<file path="src/verilog/tick_pkg.sv">
package tick_pkg;
    // Register indices as printed; byte address is four times the index
    localparam logic [13:0] IDX_STATUS_CTRL = 14'h306a;
    localparam logic [13:0] IDX_SRC_DIV = 14'h306b;
    localparam logic [13:0] IDX_LIMIT_HIGH = 14'h306c;
    localparam logic [13:0] IDX_LIMIT_LOW = 14'h306d;
    localparam logic [13:0] IDX_COUNT_HIGH = 14'h306e;
    localparam logic [13:0] IDX_COUNT_LOW = 14'h306f;
    localparam int ADDR_W = 16;

    // Field positions
    localparam int FLAG_BIT = 7;
    localparam int IRQ_EN_BIT = 6;
    localparam int SRC_HI = 7;
    localparam int SRC_LO = 6;
    localparam int DIV_HI = 2;
    localparam int DIV_LO = 0;

    // Reset values
    localparam logic [1:0] SRC_RESET = 2'h0;
    localparam logic [2:0] DIV_RESET = 3'h0;
    localparam logic [7:0] BYTE_RESET = 8'h00;
    localparam logic [15:0] COUNT_ZERO = 16'h0000;

    // Source codes and divider code for off
    localparam logic [1:0] SRC_EXT_OSC = 2'h0;
    localparam logic [1:0] SRC_LPO = 2'h1;
    localparam logic [2:0] DIV_OFF = 3'h0;
    localparam int PRESCALE_W = 11;

    // Prescaler divide ratio for a source select and divider code
    function automatic logic [PRESCALE_W-1:0] divide_ratio(input logic [1:0] src,
                                                          input logic [2:0] div);
        logic [PRESCALE_W-1:0] r;
        r = 11'h001;
        if (!src[0]) begin
            r = PRESCALE_W'(11'h001 << (div - 3'h1));
        end else begin
            case (div)
                3'h6: r = 11'h064;
                3'h7: r = 11'h3e8;
                default: r = PRESCALE_W'(11'h080 << (div - 3'h1));
            endcase
        end
        return r;
    endfunction

    // APB request and answer
    typedef struct packed {
        logic psel;
        logic penable;
        logic pwrite;
        logic [ADDR_W-1:0] paddr;
        logic [31:0] pwdata;
        logic [3:0] pstrb;
    } apb_req_s;

    typedef struct packed {
        logic pready;
        logic pslverr;
        logic [31:0] prdata;
    } apb_rsp_s;

    // State of the main block
    typedef struct packed {
        logic [1:0] src;
        logic [2:0] div;
        logic irq_en;
        logic flag;
        logic [7:0] limit_high;
        logic [7:0] limit_low;
        logic [15:0] active_limit;
        logic [15:0] count;
        logic [7:0] locked_high;
        logic locked;
        logic ready;
        logic slverr;
        logic [7:0] rdata;
    } tick_state_s;

    typedef struct packed {
        logic last;
    } edge_state_s;

    typedef struct packed {
        logic [PRESCALE_W-1:0] cnt;
    } prescale_state_s;
endpackage

</file>
<file path="src/verilog/rise_detect.sv">
`timescale 1ns/1ps
module rise_detect
    import tick_pkg::*;
(
    input wire logic pclk,
    input wire logic presetn,
    input wire logic level,
    output logic rise
);
    edge_state_s st;
    edge_state_s next_st;

    // One-cycle pulse on a low-to-high step of the sampled source
    assign rise = level & ~st.last;

    always_comb begin
        next_st = st;
        next_st.last = level;
    end

    always_ff @(posedge pclk or negedge presetn) begin
        if (!presetn) begin
            st <= '0;
        end else begin
            st <= next_st;
        end
    end
endmodule

</file>
<file path="src/verilog/prescaler.sv">
`timescale 1ns/1ps
module prescaler
    import tick_pkg::*;
#(
    parameter int WIDTH = PRESCALE_W
) (
    input wire logic pclk,
    input wire logic presetn,
    input wire logic src_tick,
    input wire logic clear,
    input wire logic run,
    input wire logic [WIDTH-1:0] ratio,
    output logic tick
);
    prescale_state_s st;
    prescale_state_s next_st;

    initial begin
        if (WIDTH != PRESCALE_W) begin
            $error("prescaler width must match the package");
        end
    end

    // A tick is the last source edge of each divide period
    assign tick = run & ~clear & src_tick & (st.cnt == ratio - WIDTH'(1));

    always_comb begin
        next_st = st;
        if (clear) begin
            next_st.cnt = '0;
        end else if (run && src_tick) begin
            next_st.cnt = tick ? '0 : st.cnt + WIDTH'(1);
        end
    end

    always_ff @(posedge pclk or negedge presetn) begin
        if (!presetn) begin
            st <= '0;
        end else begin
            st <= next_st;
        end
    end
endmodule

</file>
<file path="src/verilog/periodic_tick_counter.sv">
// Functional notes
// Source 00 external oscillator, 01 1 kHz source, 10 and 11 bus clock.
// Reset sets source select to 00.
// Writing a changed source or divider clears prescaler and counter.
// Divider 000 off; with source x0, 001..111 divide by 1..64.
// With source x1, 001..101 divide 128..2048, 110 by 100, 111 by 1000.
// Reset clears divider select, prescaler off.
// Control bits 5 to 3 read zero and ignore writes.
// Counter equal to the 16-bit limit wraps to zero and sets the flag.
// Limit zero sets the flag on every prescaler tick.
// Reset clears both limit bytes.
// Count bytes are read-only; writes do nothing.
// Low count read locks the high byte until the high byte is read; the code also releases the lock on a restart.
// Reset clears the count.
// Counter steps per prescaler tick; flag sets on limit to zero step.
// Writing 1 clears the flag; writing 0 leaves it.
// Interrupt request while flag and its enable are both set.
// New limit takes effect at the next wrap or nonzero divider write.
// Divider 000 holds counter and prescaler, no ticks.
`timescale 1ns/1ps
module periodic_tick_counter
    import tick_pkg::*;
(
    input wire logic pclk,
    input wire logic presetn,
    input wire logic psel,
    input wire logic penable,
    input wire logic pwrite,
    input wire logic [ADDR_W-1:0] paddr,
    input wire logic [31:0] pwdata,
    input wire logic [3:0] pstrb,
    output logic [31:0] prdata,
    output logic pready,
    output logic pslverr,
    input wire logic ext_osc,
    input wire logic lpo_clk,
    output logic irq
);
    apb_req_s req;
    apb_rsp_s rsp;
    tick_state_s st;
    tick_state_s next_st;
    logic ext_rise;
    logic lpo_rise;
    logic src_tick;
    logic presc_tick;
    logic presc_clear;
    logic run;
    logic [PRESCALE_W-1:0] ratio;
    logic [13:0] idx;
    logic aligned;
    logic mapped;
    logic done;
    logic wr_ctrl;
    logic [1:0] wr_src;
    logic [2:0] wr_div;
    logic [7:0] wbyte;

    // Bus signals gathered for the decode
    assign req = '{psel: psel, penable: penable, pwrite: pwrite, paddr: paddr,
                   pwdata: pwdata, pstrb: pstrb};
    assign rsp = '{pready: st.ready, pslverr: st.slverr, prdata: {24'h00_0000, st.rdata}};
    assign prdata = rsp.prdata;
    assign pready = rsp.pready;
    assign pslverr = rsp.pslverr;
    assign irq = st.flag & st.irq_en;

    // Clock sources sampled as pclk-synchronous levels
    rise_detect u_ext_rise (
        .pclk(pclk),
        .presetn(presetn),
        .level(ext_osc),
        .rise(ext_rise)
    );

    rise_detect u_lpo_rise (
        .pclk(pclk),
        .presetn(presetn),
        .level(lpo_clk),
        .rise(lpo_rise)
    );

    // Source selection; both codes with a high bit set take the bus clock
    always_comb begin
        if (st.src == SRC_EXT_OSC) begin
            src_tick = ext_rise;
        end else if (st.src == SRC_LPO) begin
            src_tick = lpo_rise;
        end else begin
            src_tick = 1'b1;
        end
    end

    assign run = (st.div != DIV_OFF);
    assign ratio = divide_ratio(st.src, st.div); // see R4

    prescaler #(
        .WIDTH(PRESCALE_W)
    ) u_prescaler (
        .pclk(pclk),
        .presetn(presetn),
        .src_tick(src_tick),
        .clear(presc_clear),
        .run(run),
        .ratio(ratio),
        .tick(presc_tick)
    );

    // Address decode; every access gets one wait state so read data come from a flop
    assign idx = req.paddr[ADDR_W-1:2];
    assign aligned = (req.paddr[1:0] == 2'h0);
    assign mapped = aligned && (idx >= IDX_STATUS_CTRL) && (idx <= IDX_COUNT_LOW);
    assign done = req.psel & req.penable & st.ready;
    assign wbyte = req.pwdata[7:0];
    assign wr_ctrl = done & req.pwrite & mapped & req.pstrb[0] & (idx == IDX_SRC_DIV);
    assign wr_src = wbyte[SRC_HI:SRC_LO];
    assign wr_div = wbyte[DIV_HI:DIV_LO];

    // Only a change of either field restarts the time base
    assign presc_clear = wr_ctrl & ((wr_src != st.src) | (wr_div != st.div));

    always_comb begin
        next_st = st;
        next_st.ready = 1'b0;
        next_st.slverr = 1'b0;

        // Access phase: first cycle captures the answer, second cycle completes
        if (req.psel && req.penable && !st.ready) begin
            next_st.ready = 1'b1;
            next_st.slverr = ~mapped;
            next_st.rdata = BYTE_RESET;
            if (!req.pwrite && mapped) begin
                case (idx)
                    IDX_STATUS_CTRL: begin
                        next_st.rdata[FLAG_BIT] = st.flag;
                        next_st.rdata[IRQ_EN_BIT] = st.irq_en;
                    end
                    IDX_SRC_DIV: begin
                        next_st.rdata[SRC_HI:SRC_LO] = st.src;
                        next_st.rdata[DIV_HI:DIV_LO] = st.div;
                    end
                    IDX_LIMIT_HIGH: next_st.rdata = st.limit_high;
                    IDX_LIMIT_LOW: next_st.rdata = st.limit_low;
                    IDX_COUNT_HIGH: next_st.rdata = st.locked ? st.locked_high
                                                              : st.count[15:8];
                    IDX_COUNT_LOW: next_st.rdata = st.count[7:0];
                    default: next_st.rdata = BYTE_RESET;
                endcase
            end
        end

        // Counter advances one step per prescaler tick
        if (presc_tick) begin
            if (st.count == st.active_limit) begin
                next_st.count = COUNT_ZERO; // see R8 see R9
                next_st.flag = 1'b1; // see R8 see R9
                next_st.active_limit = {st.limit_high, st.limit_low};
            end else begin
                next_st.count = st.count + 16'h0001;
            end
        end

        // Register side effects take place at the completing edge only
        if (done && mapped && !req.pwrite) begin
            if (idx == IDX_COUNT_LOW) begin
                next_st.locked = 1'b1;
                next_st.locked_high = st.count[15:8];
            end else if (idx == IDX_COUNT_HIGH) begin
                next_st.locked = 1'b0;
            end
        end

        // Count registers are left out on purpose: writes there do nothing
        if (done && mapped && req.pwrite && req.pstrb[0]) begin
            case (idx)
                IDX_STATUS_CTRL: begin
                    next_st.irq_en = wbyte[IRQ_EN_BIT];
                    // Clear by one, but a match in this very cycle wins
                    if (wbyte[FLAG_BIT] && !(presc_tick && st.count == st.active_limit)) begin
                        next_st.flag = 1'b0;
                    end
                end
                IDX_SRC_DIV: begin
                    next_st.src = wr_src;
                    next_st.div = wr_div;
                    if (wr_div != DIV_OFF) begin
                        next_st.active_limit = {st.limit_high, st.limit_low};
                    end
                end
                IDX_LIMIT_HIGH: next_st.limit_high = wbyte;
                IDX_LIMIT_LOW: next_st.limit_low = wbyte;
                default: next_st.locked = st.locked;
            endcase
        end

        // Restart wins over any tick in the same cycle
        if (presc_clear) begin
            next_st.count = COUNT_ZERO;
            next_st.locked = 1'b0;
        end
    end

    // Reset puts every field to zero: source external, prescaler off
    always_ff @(posedge pclk or negedge presetn) begin
        if (!presetn) begin
            st <= '0; // see R2 see R6 see R10
        end else begin
            st <= next_st;
        end
    end
endmodule

</file>
<file path="config.mk">
export PLATFORM = sky130hd
export DESIGN_NAME = periodic_tick_counter
export DESIGN_NICKNAME = d
export VERILOG_FILES = /design/src/verilog/tick_pkg.sv /design/src/verilog/rise_detect.sv /design/src/verilog/prescaler.sv /design/src/verilog/periodic_tick_counter.sv
export SDC_FILE = /design/constraint.sdc
export NUM_CORES = 1
export LEC_CHECK = 0
export BUFFER_PORTS_ARGS = -buffer_cell sky130_fd_sc_hd__buf_2
export CELL_PAD_IN_SITES_DETAIL_PLACEMENT = 0
export CELL_PAD_IN_SITES_GLOBAL_PLACEMENT = 1
export CORE_UTILIZATION = 44
export CTS_CLUSTER_DIAMETER = 30
export DETAILED_ROUTE_END_ITERATION = 10
export GPL_ROUTABILITY_DRIVEN = 0
export PLACE_DENSITY_LB_ADDON = 0.1
export SYNTH_ARGS = -nofsm -noshare
export SYNTH_HDL_FRONTEND = slang
export SYNTH_SLANG_ARGS = --single-unit
</file>
<file path="constraint.sdc">
create_clock -name pclk -period 4 [get_ports pclk]
set_input_delay 0.8 -clock pclk [delete_from_list [all_inputs] [get_ports pclk]]
set_output_delay 0.8 -clock pclk [all_outputs]
set_load 0.05 [all_outputs]
</file>
==> results.md <==
* Leakage at ~2.7 nW
* Routed wire length at ~13,000 um
* Period utilisation layout at between 80 and 90%
* Worst path required time at 4.23 ns
* Synth warnings at 0
* Sequential share of power at 47.9%
* Core area at 0.0122 mm2
* Post-route cell area at 0.00605 mm2
* Largest family of logic cells by synthesized area: simple AND/OR/NAND/NOR gates
* Fraction of layout cells with a size suffix above 1 at between 20% and 30%
* Max-cap viol count at 0
* Clk slew on worst S/H paths at 0.07 ns
* Post-layout util at 49.8%
* Antenna fix cells at 0
* Setup ws final at 0.536 ns
* Area grow syn2layout at 8.69%
* Vias at 4,113
* Rows at 40
* CP Max Fanout at 16
* RSZ-0062 raised after global routing: false
* Clock insertion delay at the later pin of the skew report at 0.36 ns
* Compound-Gate Fraction of Synth Area at 12.2%
* Setup crit end kind: flop
* Post_cts resized at 0
* Root Buffer: clkbuf_16
* Final setup vio count at 0
* H-tree levels at 3
* Die W at roughly 110 um
* Switching Fraction at 29.1%
* Slew HR at between 40 and 50%
* Post-Syn Area at 0.00557 mm2
* Adder-Cell Fraction of Synth Area at less than 1%
* Worst R2R Setup Slack at 0.54 ns
* Global route overflow at 0
* Outcome: complete, no violations
* HPWL after DPL at 9500 um
* Total chip power at between 0.0015 and 0.002 W
* Post-synth top area share at 39.1%
* Peak supply drop at about 0.00015 V
* Seq/Total Area, Yosys at around two fifths
* Die area at approximately 0.013 mm2
* Mux cell area share after synthesis at 12.4%
* Async SR Flop Fraction at 100%
* Vias per std cell at 5.38
* CP arrival at 3.70 ns
* Clock skew at 0.00932 ns
* Endpoints failing hold at 0
* Layout net count at 653
* Bufs on Longest Clock Path at 2
* Cell variety after synth at 74
* Sw power at 0.000578 W
* Drt first pass iters at 6
* Largest area contributor in the netlist: dfrtp_1
* Yosys reg bits at 87
* Hold_buf cts at 0
* Placed cell areas at 0.00577 mm2
* Setup crit start kind: flop
* I/O Pins at 94
* Antenna Violating Nets Remaining at 0
* Period minus WS final at 3.46 ns
* Worst min path class: input pin to asynchronous set/reset pin
* P per Cell Area at roughly 330 mW/mm2
* Synth Area in Simple Gates at 19.7%
* DR iter-0 viols at 266
* Clock sinks at 87
* Mean cell area of the mapped netlist at 9.93 um2
* Post-synth EDFFs at 0
* Die H at 115 um
* TritonCTS clock tree: done
* Crit path kind: flop to flop
* Post-CTS Setup Bufs at 0
* # DRC at 0
* Xor and xnor fraction of the mapped netlist area at 7.10%
* Initial core utilization at a little under half
* Setup TNS at 0 ns
* Largest net degree at the start of global routing at 33
* IO buf count at 42
* First-pass GRT wire length at 21,000 um
* Pint at 0.00141 W
* DR WL/cell at between 15 and 20 um
* Max-slew violations at 0
* Top_reg_cell synth: dfrtp_1
* Initial antenna violation count at 0
* Syn Inst Count at around 560
* Filler instances at 1,171
* Worst Tran Pin Value at 0.785 ns
* Vias in the first global route at 3,928
* Worst slack, placed at slightly above 0.5 ns
* Synth area leaders: dfrtp_1, mux2_2, buf_4
* GRT Util Overall at 21.1%
* Num CTS Buffers at 9
* Clock power frac at between 40 and 50%
* Max Clk Rate at roughly 290 MHz
* Combinational share of power at roughly 11%
flip-flops by register name (all words and copies together), names as in the netlist:
signal	cells
pready	1
u_ext_rise.st	1
prdata	8
st	64
u_prescaler.st	11
u_lpo_rise.st	1
pslverr	1
path summary, 6_finish.rpt:
path | startpoint | depth (start not counted) | to
worst min-delay path | presetn | 1 | st[23]
min in group pclk | prdata[7] | 2 | prdata[7]
worst max register to register | st[70] | 8 | st[37]
worst max-delay path | st[70] | 8 | st[37]
worst min register to register | prdata[7] | 2 | prdata[7]
max in group asynchronous | presetn | 2 | st[67]
synth_stat cells, drive strengths merged (5+ instances only):
master	count
a21oi	15
o22ai	5
xor2	24
nand3	18
a31oi	5
nor2	40
o211ai	16
buf	48
o21ai	34
and2	7
inv	24
dfrtp	87
mux2	42
nand2b	5
a221oi	6
nand2	48
mux2i	11
clkbuf	10
nor3	17
nor4	16
and3	6
xnor2	19
logic make-up (layout without fill, tap and decap cells):
| group | count (synthesis) | after routing |
|---|---|---|
| XOR/XNOR | 43 | 43 |
| buffers and inverters | 82 | 94 |
| multiplexers | 56 | 56 |
| adder cells (fa/ha/maj) | 3 | 3 |
| AND/OR/NAND/NOR | 189 | 189 |
| AO/OA/AOI/OAI | 100 | 100 |
| other | 1 | 24 |
| flip-flops | 87 | 87 |
per-layer routing:
| layer | track usage, % | wire length, um |
|---|---|---|
| met1 | 28.0 | 6020 |
| met4 | 6.75 | 163 |
| met2 | 34.8 | 6350 |
| met3 | 3.86 | 356 |
| met5 | 0 | 0 |
power groups by stage:
stage                     Clock, W  Combinational [W]  Sequential (W)
after floorplan                  0           0.000190        0.000946
after global placement           0           0.000219        0.000966
after detailed placement         0           0.000224        0.000966
after CTS                 0.000839           0.000224        0.000950
after global routing      0.000870           0.000244        0.000954
final                     0.000813           0.000221        0.000950
worst max-delay path, stage by stage (launching register included):
cell     delay, ns
dfrtp_1       0.51
or4b_1        0.53
ha_1          0.35
and3_1        0.23
or4_1         0.49
nand4_2       0.18
nor4_4        0.08
a21oi_4       0.57
mux2_2        0.41
layout by cell type (no fill, tap or decap), types with 13 or more instances in the layout:
| master | Yosys | layout |
|---|---|---|
| buf_2 | 10 | 41 |
| nor2_1 | 38 | 38 |
| nor3_1 | 14 | 14 |
| xnor2_1 | 19 | 19 |
| conb_1 | 1 | 24 |
| buf_4 | 34 | 13 |
| dfrtp_1 | 87 | 87 |
| nand3_1 | 17 | 17 |
| a21oi_1 | 14 | 14 |
| nand2_1 | 48 | 48 |
| o21ai_0 | 24 | 24 |
| mux2_2 | 31 | 31 |
| o211ai_1 | 16 | 16 |
| xor2_1 | 23 | 23 |
| inv_1 | 24 | 24 |
through the flow:
stage | hold slack, ns | instances
global route | 0.418 | 764
finish | 0.375 | 764
detailed placement | 0.470 | 748
global placement | 0.464 | 748
floorplan | 0.451 | 584
CTS | 0.390 | 764
cell type report:
type                    count  area [um2]  share of cell area (%)
well taps                 168         210                    3.47
inverters                  24        90.1                    1.49
multi-input cells         415        2990                    49.4
flip-flops and latches     87        2180                    36.0
clock buffers              10         229                    3.78
repair buffers             54         303                    5.00
clock inverters             6        52.6                   0.868
Power figures use the tool's default switching activity.
